File: src/hw/sfp_pkg.sv
// Shared constants and types for the serial flash power and timing model
package sfp_pkg;
    localparam int LINK_NS = 160;
    localparam int REF_MHZ = 50;
    // Times in their printed units
    localparam int T_VCSL_US = 70;
    localparam int T_WRITE_STARTUP_MS = 3;
    localparam int T_EDPD_US = 3;
    localparam int T_RDPD_US = 8;
    localparam int T_ULTRA_EXIT_US = 70;
    localparam int T_OTPP_US = 950;
    localparam int T_WRSR_NS = 200;
    localparam int T_PP_US = 2500;
    localparam int T_BLKE_MS = 1000;
    localparam int T_CHPE_S = 4;
    localparam int T_CSLU_NS = 20;
    // Device counts on the link clock: longest times round down, except ultra-deep exit, which rounds up
    localparam int DEV_EDPD_CYC = (T_EDPD_US * 1000) / LINK_NS;
    localparam int DEV_RDPD_CYC = (T_RDPD_US * 1000) / LINK_NS;
    localparam int DEV_WRSR_CYC = (T_WRSR_NS / LINK_NS) < 1 ? 1 : T_WRSR_NS / LINK_NS;
    localparam int DEV_OTPP_CYC = (T_OTPP_US * 1000) / LINK_NS;
    localparam int DEV_PP_CYC = (T_PP_US * 1000) / LINK_NS;
    localparam longint DEV_BLKE_CYC = (64'(T_BLKE_MS) * 1000000) / LINK_NS;
    localparam longint DEV_CHPE_CYC = (64'(T_CHPE_S) * 1000000000) / LINK_NS;
    localparam int DEV_PUW_CYC = (T_WRITE_STARTUP_MS * 1000000) / LINK_NS;
    localparam int DEV_XUDPD_CYC = (T_ULTRA_EXIT_US * 1000 + LINK_NS - 1) / LINK_NS;
    // Host counts on ref_clk: least times round up
    localparam int REF_NS = 1000 / REF_MHZ;
    localparam int HOST_VCSL_CYC = (T_VCSL_US * 1000 + REF_NS - 1) / REF_NS;
    localparam int HOST_PUW_CYC = (T_WRITE_STARTUP_MS * 1000000 + REF_NS - 1) / REF_NS;
    localparam int HOST_XUDPD_CYC = (T_ULTRA_EXIT_US * 1000 + REF_NS - 1) / REF_NS;
    localparam int HOST_CSLU_CYC = (T_CSLU_NS + REF_NS - 1) / REF_NS;
    // Slow enough that the device's link clock resynchronises each half bit
    localparam int HOST_DIV = 64;
    // Opcodes
    localparam logic [7:0] OP_READ_SLOW = 8'h03;
    localparam logic [7:0] OP_READ_FAST = 8'h0B;
    localparam logic [7:0] OP_READ_DUAL = 8'h3B;
    localparam logic [7:0] OP_PAGE_PROG = 8'h02;
    localparam logic [7:0] OP_BLK64_ERASE = 8'hD8;
    localparam logic [7:0] OP_CHIP_ERASE = 8'h60;
    localparam logic [7:0] OP_WRITE_STATUS = 8'h01;
    localparam logic [7:0] OP_OTP_PROG = 8'h9B;
    localparam logic [7:0] OP_DEEP_PD = 8'hB9;
    localparam logic [7:0] OP_RESUME = 8'hAB;
    localparam logic [7:0] OP_ULTRA_PD = 8'h79;
    localparam logic [7:0] OP_RESET = 8'hF0;
    localparam logic [7:0] RESET_CONFIRM = 8'hD0;
    localparam logic [7:0] OP_READ_STATUS = 8'h05;
    localparam int BUSY_BIT = 0;
    typedef enum {PS_POR, PS_STARTUP, PS_STANDBY, PS_ACTIVE, PS_BUSY, PS_ENTER_DPD, PS_DPD,
        PS_RESUME, PS_ENTER_UDPD, PS_UDPD, PS_EXIT_UDPD} sfp_pstate_t;
endpackage

File: src/hw/sfp_link_if.sv
// SPI link between flash device and host
`timescale 1ns/1ns
`default_nettype none
interface sfp_link_if;
    logic chipSelectN;
    logic serialClk;
    logic mosi;
    logic miso;
    logic misoOe;
    modport dev(input chipSelectN, input serialClk, input mosi, output miso, output misoOe);
    modport host(output chipSelectN, output serialClk, output mosi, input miso, input misoOe);
endinterface
`default_nettype wire

File: src/hw/sfp_flash_dev.sv
// Flash device end: power states, opcode decode, operation timers
`timescale 1ns/1ns
`default_nettype none
module sfp_flash_dev
    import sfp_pkg::*;
#(
    parameter int PUW_CYC = DEV_PUW_CYC,
    parameter int PP_CYC = DEV_PP_CYC,
    parameter longint BLKE_CYC = DEV_BLKE_CYC,
    parameter longint CHPE_CYC = DEV_CHPE_CYC,
    parameter int OTPP_CYC = DEV_OTPP_CYC,
    parameter int XUDPD_CYC = DEV_XUDPD_CYC
) (
    input wire logic linkClk,
    input wire logic porRst,
    sfp_link_if.dev link,
    output logic [3:0] powerState,
    output logic clkMode3,
    output logic busy,
    output logic [7:0] lastOpcode
);
    sfp_pstate_t state;
    logic [2:0] csSync;
    logic csSeen;
    logic csFall;
    logic csRise;
    logic [2:0] bitCnt;
    logic [7:0] shiftIn;
    logic [1:0] byteCnt;
    logic [7:0] opcode;
    logic [7:0] confirm;
    logic [31:0] timer;
    logic [7:0] statusShift;
    logic [2:0] sclkSync;
    logic [2:0] mosiSync;
    logic sclkSeen;
    logic sclkRise;

    // All three link inputs pass three flops; equal delays keep data aligned to clock
    always_ff @(posedge linkClk) begin
        if (porRst) begin
            csSync <= 3'h7;
            csSeen <= 1'b1;
            sclkSync <= 3'h0;
            mosiSync <= 3'h0;
            sclkSeen <= 1'b0;
        end else begin
            csSync <= {csSync[1:0], link.chipSelectN};
            sclkSync <= {sclkSync[1:0], link.serialClk};
            mosiSync <= {mosiSync[1:0], link.mosi};
            if (csSync[2] == csSync[1])
                csSeen <= csSync[2];
            if (sclkSync[2] == sclkSync[1])
                sclkSeen <= sclkSync[2];
        end
    end
    assign csFall = csSeen && (csSync[2] == csSync[1]) && !csSync[2];
    assign csRise = !csSeen && (csSync[2] == csSync[1]) && csSync[2];
    assign sclkRise = !sclkSeen && sclkSync[2] && sclkSync[1];

    // Idle clock level at chip-select fall picks the mode
    always_ff @(posedge linkClk) begin
        if (porRst)
            clkMode3 <= 1'b0;
        else if (csFall)
            clkMode3 <= sclkSeen;
    end

    // Byte assembly while chip select is low
    always_ff @(posedge linkClk) begin
        if (porRst || csSeen) begin
            bitCnt <= 3'h0;
            byteCnt <= 2'h0;
            shiftIn <= 8'h00;
        end else if (sclkRise) begin
            shiftIn <= {shiftIn[6:0], mosiSync[2]};
            bitCnt <= bitCnt + 3'h1;
            if (bitCnt == 3'h7 && byteCnt != 2'h3)
                byteCnt <= byteCnt + 2'h1;
        end
    end

    always_ff @(posedge linkClk) begin
        if (porRst) begin
            opcode <= 8'h00;
            confirm <= 8'h00;
        end else if (csFall) begin
            opcode <= 8'h00;
            confirm <= 8'h00;
        end else if (!csSeen && sclkRise && bitCnt == 3'h7) begin
            if (byteCnt == 2'h0)
                opcode <= {shiftIn[6:0], mosiSync[2]};
            else if (byteCnt == 2'h1)
                confirm <= {shiftIn[6:0], mosiSync[2]};
        end
    end

    // Status byte out; tristated except during a status read
    always_ff @(posedge linkClk) begin
        if (porRst) begin
            statusShift <= 8'h00;
        end else if (sclkRise && bitCnt == 3'h7 && byteCnt == 2'h0) begin
            statusShift <= 8'(busy) << BUSY_BIT;
        end else if (sclkRise) begin
            statusShift <= {statusShift[6:0], 1'b0};
        end
    end
    always_ff @(posedge linkClk) begin
        if (porRst) begin
            link.misoOe <= 1'b0;
            link.miso <= 1'b0;
        end else begin
            link.misoOe <= !csSeen && byteCnt != 2'h0 && opcode == OP_READ_STATUS && state != PS_POR;
            link.miso <= statusShift[7];
        end
    end

    function automatic logic accepts(input sfp_pstate_t s);
        return s == PS_STANDBY || s == PS_ACTIVE;
    endfunction

    // Power state machine; porRst models the internal power-on reset
    always_ff @(posedge linkClk) begin
        if (porRst) begin
            state <= PS_POR;
            timer <= 32'h0;
            lastOpcode <= 8'h00;
        end else begin
            if (timer != 32'h0)
                timer <= timer - 32'h1;
            case (state)
                PS_POR: begin
                    state <= PS_STARTUP;
                    timer <= 32'(PUW_CYC);
                end
                PS_STARTUP: begin
                    if (timer == 32'h0)
                        state <= csSeen ? PS_STANDBY : PS_ACTIVE;
                end
                PS_STANDBY, PS_ACTIVE: begin
                    state <= csSeen ? PS_STANDBY : PS_ACTIVE;
                    if (csRise && accepts(state) && bitCnt == 3'h0) begin
                        lastOpcode <= opcode;
                        case (opcode)
                            OP_PAGE_PROG: begin state <= PS_BUSY; timer <= 32'(PP_CYC); end
                            OP_BLK64_ERASE: begin state <= PS_BUSY; timer <= 32'(BLKE_CYC); end
                            OP_CHIP_ERASE: begin state <= PS_BUSY; timer <= 32'(CHPE_CYC); end
                            OP_OTP_PROG: begin state <= PS_BUSY; timer <= 32'(OTPP_CYC); end
                            OP_WRITE_STATUS: begin state <= PS_BUSY; timer <= 32'(DEV_WRSR_CYC); end
                            OP_DEEP_PD: begin state <= PS_ENTER_DPD; timer <= 32'(DEV_EDPD_CYC); end
                            OP_ULTRA_PD: begin state <= PS_ENTER_UDPD; timer <= 32'(DEV_EDPD_CYC); end
                            OP_RESET: begin
                                if (byteCnt == 2'h2 && confirm == RESET_CONFIRM)
                                    state <= PS_STANDBY;
                            end
                            default: ;
                        endcase
                    end
                end
                PS_BUSY, PS_ENTER_DPD, PS_ENTER_UDPD, PS_RESUME, PS_EXIT_UDPD: begin
                    if (timer == 32'h0 || timer == 32'h1) begin
                        case (state)
                            PS_ENTER_DPD: state <= PS_DPD;
                            PS_ENTER_UDPD: state <= PS_UDPD;
                            default: state <= PS_STANDBY;
                        endcase
                    end
                end
                PS_DPD: begin
                    if (csRise && opcode == OP_RESUME) begin
                        state <= PS_RESUME;
                        timer <= 32'(DEV_RDPD_CYC);
                    end
                end
                PS_UDPD: begin
                    if (csFall) begin
                        state <= PS_EXIT_UDPD;
                        timer <= 32'(XUDPD_CYC);
                    end
                end
                default: state <= PS_POR;
            endcase
        end
    end

    assign powerState = 4'(state);
    assign busy = state == PS_BUSY;
endmodule
`default_nettype wire

File: src/flat_wrapper.sv
// flat-port wrapper written by rule: the top's interface ports become plain ports
module sfp_flash_dev_flat import sfp_pkg::*;
#(
    parameter int PUW_CYC = DEV_PUW_CYC,
    parameter int PP_CYC = DEV_PP_CYC,
    parameter longint BLKE_CYC = DEV_BLKE_CYC,
    parameter longint CHPE_CYC = DEV_CHPE_CYC,
    parameter int OTPP_CYC = DEV_OTPP_CYC,
    parameter int XUDPD_CYC = DEV_XUDPD_CYC
)
  (linkClk, porRst, powerState, clkMode3, busy, lastOpcode, link_chipSelectN, link_serialClk, link_mosi, link_miso, link_misoOe);
  sfp_link_if link_i ();
  input wire logic linkClk;
  input wire logic porRst;
  output logic [3:0] powerState;
  output logic clkMode3;
  output logic busy;
  output logic [7:0] lastOpcode;
  input wire logic [$bits(link_i.chipSelectN)-1:0] link_chipSelectN;
  input wire logic [$bits(link_i.serialClk)-1:0] link_serialClk;
  input wire logic [$bits(link_i.mosi)-1:0] link_mosi;
  output wire logic [$bits(link_i.miso)-1:0] link_miso;
  output wire logic [$bits(link_i.misoOe)-1:0] link_misoOe;
  assign link_i.chipSelectN = link_chipSelectN;
  assign link_i.serialClk = link_serialClk;
  assign link_i.mosi = link_mosi;
  assign link_miso = link_i.miso;
  assign link_misoOe = link_i.misoOe;
  sfp_flash_dev #(.PUW_CYC(PUW_CYC), .PP_CYC(PP_CYC), .BLKE_CYC(BLKE_CYC), .CHPE_CYC(CHPE_CYC), .OTPP_CYC(OTPP_CYC), .XUDPD_CYC(XUDPD_CYC)) u_core (.linkClk(linkClk), .porRst(porRst), .link(link_i), .powerState(powerState), .clkMode3(clkMode3), .busy(busy), .lastOpcode(lastOpcode));
endmodule
File: config.mk
export PLATFORM = sky130hd
export DESIGN_NAME = sfp_flash_dev_flat
export DESIGN_NICKNAME = d
export VERILOG_FILES = /design/src/hw/sfp_pkg.sv /design/src/hw/sfp_link_if.sv /design/src/hw/sfp_flash_dev.sv /design/src/flat_wrapper.sv
export SDC_FILE = /design/constraint.sdc
export NUM_CORES = 1
export LEC_CHECK = 0
export BUFFER_PORTS_ARGS = -buffer_cell sky130_fd_sc_hd__buf_4
export CAP_MARGIN = 10
export CORE_MARGIN = 8
export CORE_UTILIZATION = 49
export DETAILED_ROUTE_END_ITERATION = 16
export GPL_ROUTABILITY_DRIVEN = 1
export PLACE_DENSITY = 0.67
export SETUP_SLACK_MARGIN = 0.05
export SLEW_MARGIN = 20
export SYNTH_ARGS = -nofsm -noshare
export SYNTH_HDL_FRONTEND = slang
export SYNTH_SLANG_ARGS = --single-unit
File: constraint.sdc
create_clock -name linkClk -period 2.38 [get_ports linkClk]
set_input_delay 0.238 -clock linkClk [delete_from_list [all_inputs] [get_ports linkClk]]
set_output_delay 0.238 -clock linkClk [all_outputs]
set_load 0.005 [all_outputs]
==> results_dict.tcl, run 1 <==
set metrics [dict create \
    antenna_found_initial 0 \
    cts_root_buffer "clkbuf_8" \
    drc 0 \
    grt_overflow 0 \
    drv_cap 0 \
    min_period_ns 2.299 \
    cp_data_arrival_time_ns 2.57 \
    grt_use_total_pct 18.93 \
    drtAntennaViolNets 0 \
    area_growth_pct 19.69 \
    finalSetupViolCount 0 \
    dieArea_sq_um 13230 \
    clkTransAtPathRegs_ns 0.11 \
    p_total_mw 4.436 \
    use_met3_pct 3.676 \
    cp-end-kind "flip-flop" \
    ys.flop_type "dfxtp_1" \
    synth_edf_count 0 \
    synth_top_cell_area_share_pct 39.18 \
    ys_seq_area_share_pct 39.18 \
    ys_types 65 \
    multi_input_area_sq_um 2821 \
    leakagePower_nw 2.084 \
    met2_usage_pct 31.29 \
    synthCells 578 \
    worstSetupStartpointType "flip-flop" \
    drv_slew 0 \
    synthTopCellsByArea "dfxtp_1, nand2_1, a21oi_1, nor2_1, mux2i_1" \
    clkLatencyLatePin_ns 0.38 \
    drtIter0Drc 230 \
    status "complete, no violations" \
    gp_congestion 0.8854 \
    setup_tns_ns 0 \
    crit_type "reg2reg" \
    slew_headroom_pct 53.36 \
    netlist_area_sq_um 4803 \
    routedWlPerCell_microns 15.85 \
    cts_tree "done" \
    synth_seq_cells 94 \
    async_reset_ff_share_pct 0 \
    ctsHtreeMaxLevel 3 \
    rrSetupSlack_ns 0.08 \
    max_freq_mhz 434.9 \
    syn_nets 592 \
    drive_gt1_share_pct 21.79 \
    synth_top_area_cell "dfxtp_1" \
    cts.sinks 94 \
    syn_avg_cell_area_sq_um 8.310 \
    vdd.ir_drop.worst_v 0.0003517 \
    grt_pass1_vias 4228 \
    port_buffers 20 \
    hpwl_mm 8.777 \
    die_h_microns 115.0 \
    start_util_pct 49.83 \
    hold_viol_final 0 \
    cp_max_fo 4 \
    finClkSkew_ns 0.01622 \
    dieWidth_microns 115.0 \
    power.density_nw_per_um2 771.6 \
    grt_max_degree 50 \
    grt_use_met1_pct 23.07 \
    via_per_inst 5.732 \
    nFillCells 885 \
    vias 4419 \
    finalCritPeriodShare_pct 96.61 \
    drt_first_pass_iters 5 \
    grt_pass1_wl_mm 20.18 \
    required_ns 2.65 \
    fin_util_pct 59.64 \
    fin_nets 647 \
    fp.coreArea_sq_um 9639 \
    gr-max-usage-layer "met2" \
    hold_path.class "in2reg" \
    wl_mm 12.22 \
    ios 21 \
    tightest_slew_ns 0.6975 \
    hold_ws_ns 0.03773 \
    num_antenna_cells 0 \
    rows 36 \
    grt_setup_unrepaired "yes" \
    cts.path.max_buffers 2 \
    ys_warn_count 0 \
    final-seq-area_sq_um 1887 \
    cts_made_buffers 9 \
]
-- layer usage --
metal  wire length [microns]  vias to the layer above  part of all wire [%]
met5                       0                        -                     0
met4                     401                        0                   3.3
met3                     600                       31                   4.9
met2                    5885                      144                    48
met1                    5331                     2073                    44
li1                        -                     2171                     -
-- worst max-delay path, stage by stage, from the launching register on --
cell	delay (ns)
dfxtp_2	0.34
or4_4	0.52
or3_4	0.41
buf_4	0.15
or3_1	0.41
nand4b_1	0.15
xor2_1	0.17
nor2_1	0.05
-- report_power, final --
part / internal, mW / switching, mW / total (mW)
registers: 1.67 / 0.111 / 1.78
logic: 0.704 / 0.900 / 1.60
clock network: 0.413 / 0.638 / 1.05
total: 2.79 / 1.65 / 4.44
-- cells in the mapped netlist, drive strengths merged (2+ instances only) --
cell type	instances
nor4bb	2
o21ai	21
and3	2
or3b	3
or2	8
nand2	78
nand4b	5
dfxtp	94
o211ai	3
or4b	4
and2	5
and4	2
and3b	3
nand2b	4
o21a	3
ha	9
xor2	15
nor4	12
nor3b	5
nor4b	3
nand3b	5
or3	8
nand3	6
nand4	7
a41oi	2
a211oi	7
nor2b	13
a21o	3
inv	12
a211o	2
xnor2	8
a21oi	48
a21boi	2
nor2	50
mux2i	17
buf	7
or4	8
nor3	25
clkbuf	28
o31a	5
o21bai	2
a31oi	12
o31ai	7
-- final timing paths --
kind                                                   from                          end  cells past startpoint
worst max-delay path            u_core.timer[25]$_SDFF_PP0_  u_core.timer[25]$_SDFF_PP0_                      7
worst min-delay path                       link_chipSelectN  u_core.csSync[0]$_SDFF_PP1_                      2
worst max register to register  u_core.timer[25]$_SDFF_PP0_  u_core.timer[25]$_SDFF_PP0_                      7
worst min register to register  u_core.csSync[0]$_SDFF_PP1_  u_core.csSync[1]$_SDFF_PP1_                      1
-- logic make-up after synthesis --
logic type / after synthesis / synth area share [%]
adders and majority gates: 10 / 2.553
DFF: 94 / 39.18
buffers and inverters: 47 / 4.116
AOI/OAI and AO/OA: 127 / 16.72
muxes: 17 / 3.543
xor gates and xnor gates: 23 / 4.194
and+or+nand+nor: 260 / 29.70
-- layout make-up --
class / instances / share of cell area (%)
Clock buffer: 9 / 2.155
Clock inverter: 7 / 1.371
Inverter: 12 / 0.7835
Multi-Input combinational cell: 437 / 49.08
Sequential cell: 94 / 32.82
Tap cell: 133 / 2.894
Timing Repair Buffer: 79 / 10.90
-- sequential cells by signal, indices dropped and copies added (netlist names) --
signal / cells
u_core.confirm: 8
u_core.link.miso: 1
u_core.csSeen: 1
u_core.sclkSeen: 1
u_core.opcode: 8
u_core.timer: 32
u_core.statusShift: 8
u_core.sclkSync: 3
u_core.csSync: 3
u_core.shiftIn: 7
u_core.lastOpcode: 8
u_core.state: 4
u_core.bitCnt: 3
u_core.mosiSync: 3
u_core.byteCnt: 2
u_core.clkMode3: 1
u_core.link.misoOe: 1
-- repair_timing --
item / 4_1_cts / 5_1_grt
hold buffers: 0 / 0
gates resized for setup: 2 / 26
gates cloned: 0 / 1
pin swaps: 0 / 6
setup buffers: 0 / 4
setup endpoints to repair: 12 / 31
-- metrics by stage --
| stage | setup WS (ns) | cell area, sq um | std cells |
|---|---|---|---|
| floorplan | 0.002224 | 4803 | 578 |
| global placement | 0.08174 | 5385 | 750 |
| detailed placement | 0.008173 | 5385 | 750 |
| CTS | 0.02913 | 5599 | 766 |
| global route | 0.007417 | 5749 | 771 |
| finish | 0.08072 | 5749 | 771 |
-- layout by cell type (no fill, tap or decap), types with 8 or more instances in the layout --
cell type / instances
dfxtp_1: 90
or2_2: 8
xor2_1: 15
nor2_1: 50
clkbuf_8: 9
nand2_1: 77
a31oi_1: 11
inv_1: 12
buf_4: 76
nor4_1: 10
mux2i_1: 17
a21oi_1: 47
o21ai_0: 17
nor3_1: 19
ha_1: 9
nor2b_1: 13
No activity file was read; power rests on OpenSTA's default activity.
==> run 2, diff against run 1 <==
--- a/config.mk
+++ b/config.mk
@@ -11,7 +11,7 @@
 export CORE_UTILIZATION = 49
 export DETAILED_ROUTE_END_ITERATION = 16
 export GPL_ROUTABILITY_DRIVEN = 1
-export PLACE_DENSITY = 0.67
+export PLACE_DENSITY = 0.65
 export SETUP_SLACK_MARGIN = 0.05
 export SLEW_MARGIN = 20
 export SYNTH_ARGS = -nofsm -noshare
==> constraint.sdc (replaced) <==
create_clock -name linkClk -period 2.3 [get_ports linkClk]
set_input_delay 0.23 -clock linkClk [delete_from_list [all_inputs] [get_ports linkClk]]
set_output_delay 0.23 -clock linkClk [all_outputs]
set_load 0.005 [all_outputs]
==> run 2 against run 1 <==
Net effect:
- die area unchanged
- maximum frequency increased by 2.8%
- sequential share of layout area down 0.76 points
- critical path type unchanged
- sequential power grew 4%
- non-clock buffer count increased by 11
- largest power group unchanged
- critical endpoint is now u_core.timer[9]$_SDFF_PP0_
==> results_dict.tcl, run 2 (synthesis gave the netlist of run 1 again) <==
set metrics [dict create \
    slew_headroom_pct 53.65 \
    grt_setup_unrepaired "yes" \
    fin_util_pct 61.34 \
    min_period_ns 2.236 \
    fp.coreArea_sq_um 9639 \
    rows 36 \
    fin_nets 658 \
    crit_type "reg2reg" \
    grt_use_total_pct 19.44 \
    grt_pass1_wl_mm 20.66 \
    finClkSkew_ns 0.01250 \
    required_ns 2.60 \
    hold_viol_final 0 \
    gp_congestion 0.8704 \
    vdd.ir_drop.worst_v 0.0004857 \
    num_antenna_cells 0 \
    max_freq_mhz 447.2 \
    drt_first_pass_iters 4 \
    grt_pass1_vias 4303 \
    power.density_nw_per_um2 787.7 \
    pwr-share-seq_pct 40.0 \
    top_register "u_core.timer" \
    reg2reg_depth 9 \
    final-seq-area_sq_um 1896 \
    setup_tns_ns 0 \
    rrSetupSlack_ns 0.06 \
    drv_cap 0 \
    cp_data_arrival_time_ns 2.53 \
    final_cell_mix "dfxtp_1, buf_4, nand2_1" \
    nFillCells 899 \
    cts.sinks 94 \
    cts_made_buffers 9 \
    cts_root_buffer "clkbuf_8" \
    finalSetupViolCount 0 \
    port_buffers 20 \
    via_per_inst 5.602 \
    worstSetupStartpointType "flip-flop" \
    clkLatencyLatePin_ns 0.37 \
    hold_path.class "in2reg" \
    drtAntennaViolNets 0 \
    drtIter0Drc 335 \
    drv_slew 0 \
    r2r-start "u_core.timer[22]$_SDFF_PP0_" \
    intPower_mw 2.926 \
    routedWlPerCell_microns 15.82 \
    r2r_end "u_core.timer[9]$_SDFF_PP0_" \
    hpwl_mm 9.019 \
    finalCritPeriodShare_pct 97.22 \
    wl_mm 12.37 \
    status "complete, no violations" \
    power_switching_share_pct 37.17 \
    ios 21 \
    cts_tree "done" \
    vias 4381 \
    whs_path_depth 2 \
    tightest_slew_ns 0.6932 \
    grt_max_degree 27 \
    dieWidth_microns 115.0 \
    area_growth_pct 23.10 \
    antenna_found_initial 0 \
    start_util_pct 49.83 \
    largest_reg_flops 32 \
    whs_endpoint "u_core.csSync[0]$_SDFF_PP1_" \
    cp_max_fo 7 \
    p_comb_share_pct 36.5 \
    cts.path.max_buffers 2 \
    grt_overflow 0 \
    clkTransAtPathRegs_ns 0.10 \
    min_from "link_chipSelectN" \
    dieArea_sq_um 13230 \
    final_common_cell "dfxtp_1" \
    switching_power_mw 1.732 \
    ctsHtreeMaxLevel 3 \
    drive_gt1_share_pct 26.04 \
    multi_input_area_sq_um 2884 \
    cp-end-kind "flip-flop" \
    drc 0 \
    pwr-share-clk_pct 23.5 \
    die_h_microns 115.0 \
    leakagePower_nw 2.177 \
]
[run 2: changes by cell type in the layout (fill, tap and decap cells not counted), sizes merged]
cell,delta
clkinv,+1
buf,+12
clkinvlp,-1
clkbuf,-1
[run 2: worst max-delay path by stage]
stage                                      from                           end  slack (ns)  cells after the start
floorplan           u_core.timer[22]$_SDFF_PP0_   u_core.timer[31]$_SDFF_PP0_       -0.08                      7
global placement    u_core.timer[23]$_SDFF_PP0_  u_core.state[1]$_SDFFE_PP0P_        0.03                      8
detailed placement  u_core.timer[23]$_SDFF_PP0_  u_core.state[1]$_SDFFE_PP0P_       -0.03                      8
CTS                 u_core.timer[20]$_SDFF_PP0_   u_core.timer[29]$_SDFF_PP0_        0.02                      9
global route        u_core.timer[22]$_SDFF_PP0_   u_core.timer[17]$_SDFF_PP0_       -0.03                      9
finish              u_core.timer[22]$_SDFF_PP0_    u_core.timer[9]$_SDFF_PP0_        0.06                      9
[run 2: layout make-up]
type                       instances  share of cell area (%)
timing repair buffer              90                   12.15
inverter                          12                  0.7617
tap                              133                   2.814
clock inverter                     7                   1.354
clock buffer                       9                   2.095
multi-input combinational        437                   48.77
sequential                        94                   32.06
[run 2: worst max-delay path: stages (launching register included)]
cell     delay (ns)
dfxtp_2        0.34
or4_4          0.53
or3_4          0.38
buf_6          0.14
nor3_4         0.18
buf_12         0.16
buf_8          0.11
o41a_1         0.12
o21ai_1        0.07
a21oi_1        0.12
[run 2: power by group through the flow]
stage	logic [mW]	clock network [mW]	registers (mW)
after floorplan	0.983	0	1.86
after global placement	1.49	0	1.88
after detailed placement	1.50	0	1.89
after CTS	1.59	1.13	1.85
after global routing	1.85	1.19	1.88
final	1.70	1.10	1.86
[run 2: timing repair]
| item | 4_1_cts | 5_1_grt |
|---|---|---|
| setup buffers | 7 | 2 |
| endpoints found under the setup margin | 15 | 29 |
| hold buffers | 0 | 0 |
| gates resized for setup | 20 | 40 |
| pin swaps | 10 | 17 |
[run 2: metrics by stage]
step	cell area [sq um]	setup WS [ns]	power [mW]	cells	hold slack [ns]
2_1_floorplan	4813	-0.07717	2.845	578	0.3338
4_1_cts	5757	0.02293	4.569	780	0.02754
3_3_place_gp	5451	0.02802	3.375	758	0.4159
6_report	5913	0.06394	4.658	782	0.04045
5_1_grt	5913	-0.03077	4.917	782	0.02283
3_5_place_dp	5451	-0.03027	3.390	758	0.4251
[run 2: metal layers]
| layer | GRT usage (%) | part of all wire, % |
|---|---|---|
| met1 | 22.66 | 44 |
| met2 | 34.37 | 51 |
| met3 | 3.992 | 3.2 |
| met4 | 7.005 | 1.6 |
| met5 | 0 | 0 |
==> run 3, diff against run 2 <==
--- a/config.mk
+++ b/config.mk
@@ -7,6 +7,7 @@
 export LEC_CHECK = 0
 export BUFFER_PORTS_ARGS = -buffer_cell sky130_fd_sc_hd__buf_4
 export CAP_MARGIN = 10
+export CORE_ASPECT_RATIO = 1.25
 export CORE_MARGIN = 8
 export CORE_UTILIZATION = 49
 export DETAILED_ROUTE_END_ITERATION = 16
==> run 3 against run 2 <==
Net effect:
- die area rose by 0.15%
- core utilization rose by 1.7 points
- largest cell class unchanged
- design area rose by 1.9%
- combinational power barely moved
- total power rose by 8.5%
- worst hold slack improved by 0.029 ns
- via count rose by 1.6%
- first-iteration DRC count fell by 25%
- maximum frequency fell by 0.56%
- critical path depth did not move
==> results_dict.tcl, run 3 (synthesis gave the netlist of run 1 again) <==
set metrics [dict create \
    drtAntennaViolNets 0 \
    power_switching_share_pct 35.06 \
    clkLatencyLatePin_ns 0.34 \
    endpoint "u_core.timer[29]$_SDFF_PP0_" \
    grt_setup_unrepaired "yes" \
    critPathBufInv 3 \
    cts_hold_buffers 0 \
    fin_cells 786 \
    cts_tree "done" \
    cp_top_family "simple AND/OR/NAND/NOR gates" \
    drive_gt1_share_pct 25.61 \
    grt_pass1_wl_mm 20.72 \
    grt_max_degree 35 \
    largest_reg_flops 32 \
    finalCritPeriodShare_pct 97.77 \
    drt_first_pass_iters 5 \
    r2r_end "u_core.timer[29]$_SDFF_PP0_" \
    wl_mm 12.80 \
    final-seq-area_sq_um 1891 \
    reg2reg_depth 9 \
    grt_use_total_pct 19.02 \
    fin_nets 669 \
    hold_path.class "in2reg" \
    multi_input_area_sq_um 2848 \
    vdd.ir_drop.worst_v 0.0006174 \
    status "complete, no violations" \
    finClkSkew_ns 0.006689 \
    slowest_stage "or4_4" \
    final_common_cell "buf_4" \
    rrSetupSlack_ns 0.05 \
    drc 0 \
    fin_area_sq_um 6025 \
    switching_power_mw 1.771 \
    p_comb_share_pct 34.2 \
    r2r-start "u_core.timer[25]$_SDFF_PP0_" \
    cts.sinks 94 \
    worstSetupStartpoint "u_core.timer[25]$_SDFF_PP0_" \
    die_h_microns 126.7 \
    vias 4450 \
    place_area_sq_um 5510 \
    min_period_ns 2.249 \
    pwr-share-seq_pct 36.6 \
    drv_slew 0 \
    worst_slack_ns 0.05130 \
    drv_cap 0 \
    drtIter0Drc 252 \
    gp_congestion 0.8799 \
    nFillCells 858 \
    tightest_slew_ns 0.7220 \
    cp-end-kind "flip-flop" \
    grt_pass1_vias 4320 \
    post-place-cells 760 \
    hpwl_mm 9.271 \
    cts_made_buffers 9 \
    intPower_mw 3.282 \
    cts_root_buffer "clkbuf_16" \
    cp_max_fo 5 \
    dieArea_sq_um 13250 \
    grt_overflow 0 \
    max_freq_mhz 444.7 \
    cts.path.max_buffers 2 \
    pwr-share-clk_pct 29.2 \
    hold_viol_final 0 \
    slew_headroom_pct 51.72 \
    fp.coreArea_sq_um 9559 \
    leakagePower_nw 2.249 \
    required_ns 2.54 \
    critical_path_cell_count 9 \
    cp_cell_sequence "or4_4, or3_4, buf_6, nor3_4, buf_4, or4_4, buf_4, xor2_1, nor2_1" \
    clkTransAtPathRegs_ns 0.07 \
    num_antenna_cells 0 \
    area_growth_pct 25.42 \
    antenna_found_initial 0 \
    cp_data_arrival_time_ns 2.49 \
    port_buffers 20 \
    max_stage_delay_ns 0.54 \
    top_register "u_core.timer" \
    ctsHtreeMaxLevel 3 \
    routedWlPerCell_microns 16.28 \
    power.density_nw_per_um2 838.8 \
    dieWidth_microns 104.6 \
    finalSetupViolCount 0 \
    via_per_inst 5.662 \
    worstSetupStartpointType "flip-flop" \
    ios 21 \
    pre_cts_slack_ns -0.02992 \
    rows 40 \
    crit_type "reg2reg" \
    start_util_pct 50.25 \
    final_cell_mix "buf_4, dfxtp_1, nand2_1" \
]
## run 3: metal layers
layer,wire (microns),vias to the layer above,global-route usage [%]
li1,-,2223,-
met1,5362,2107,21.28
met2,6641,90,33.93
met3,382,30,3.242
met4,414,0,9.564
met5,0,-,0
## run 3: cell type report
type | count | share of cell area [%]
clock buffers | 9 | 3.738
clock inverters | 7 | 1.205
inverters | 12 | 0.7477
multi-input cells | 437 | 47.27
flip-flops and latches | 94 | 31.38
well taps | 126 | 2.617
repair buffers | 101 | 13.04
## run 3: worst reg2reg max path: cells and delay by family, from the launching register on
kind                      cells  cell delay [ns]
DFF                           1             0.32
xor gates and xnor gates      1             0.14
buffers and inverters         3             0.41
and+or+nand+nor               5             1.28
## run 3: power by group through the flow
stage / clock network (mW) / registers [mW] / logic [mW]
detailed placement: 0 / 1.88 / 1.57
CTS: 1.50 / 1.84 / 1.60
global placement: 0 / 1.88 / 1.56
finish: 1.47 / 1.85 / 1.73
global route: 1.57 / 1.87 / 1.87
floorplan: 0 / 1.86 / 0.983
## run 3: timing repair
item,4_1_cts,5_1_grt
endpoints found under the setup margin,14,32
setup buffers,1,9
hold endpoints to repair,0,0
gates resized for setup,8,31
pin swaps,3,20
## run 3: worst min-delay path by stage
stage | startpoint | endpoint | slack (ns) | cells after the start
2_1_floorplan | link_chipSelectN | u_core.csSync[0]$_SDFF_PP1_ | 0.33 | 1
3_3_place_gp | u_core.sclkSync[0]$_SDFF_PP0_ | u_core.sclkSync[1]$_SDFF_PP0_ | 0.42 | 1
3_5_place_dp | link_chipSelectN | u_core.csSync[0]$_SDFF_PP1_ | 0.42 | 2
4_1_cts | link_chipSelectN | u_core.csSync[0]$_SDFF_PP1_ | 0.06 | 2
5_1_grt | link_chipSelectN | u_core.csSync[0]$_SDFF_PP1_ | 0.05 | 2
6_report | link_chipSelectN | u_core.csSync[0]$_SDFF_PP1_ | 0.07 | 2
## run 3: per-stage QoR
step | TNS, ns | total power, mW | hold WS, ns | utilization (%)
finish | 0 | 5.053 | 0.06921 | 63.02
detailed placement | -0.04319 | 3.451 | 0.4209 | 57.64
global route | -0.1334 | 5.302 | 0.05492 | 63.02
global placement | -0.01210 | 3.434 | 0.4165 | 57.64
floorplan | -0.07717 | 2.845 | 0.3338 | -
CTS | 0 | 4.942 | 0.06006 | 61.14
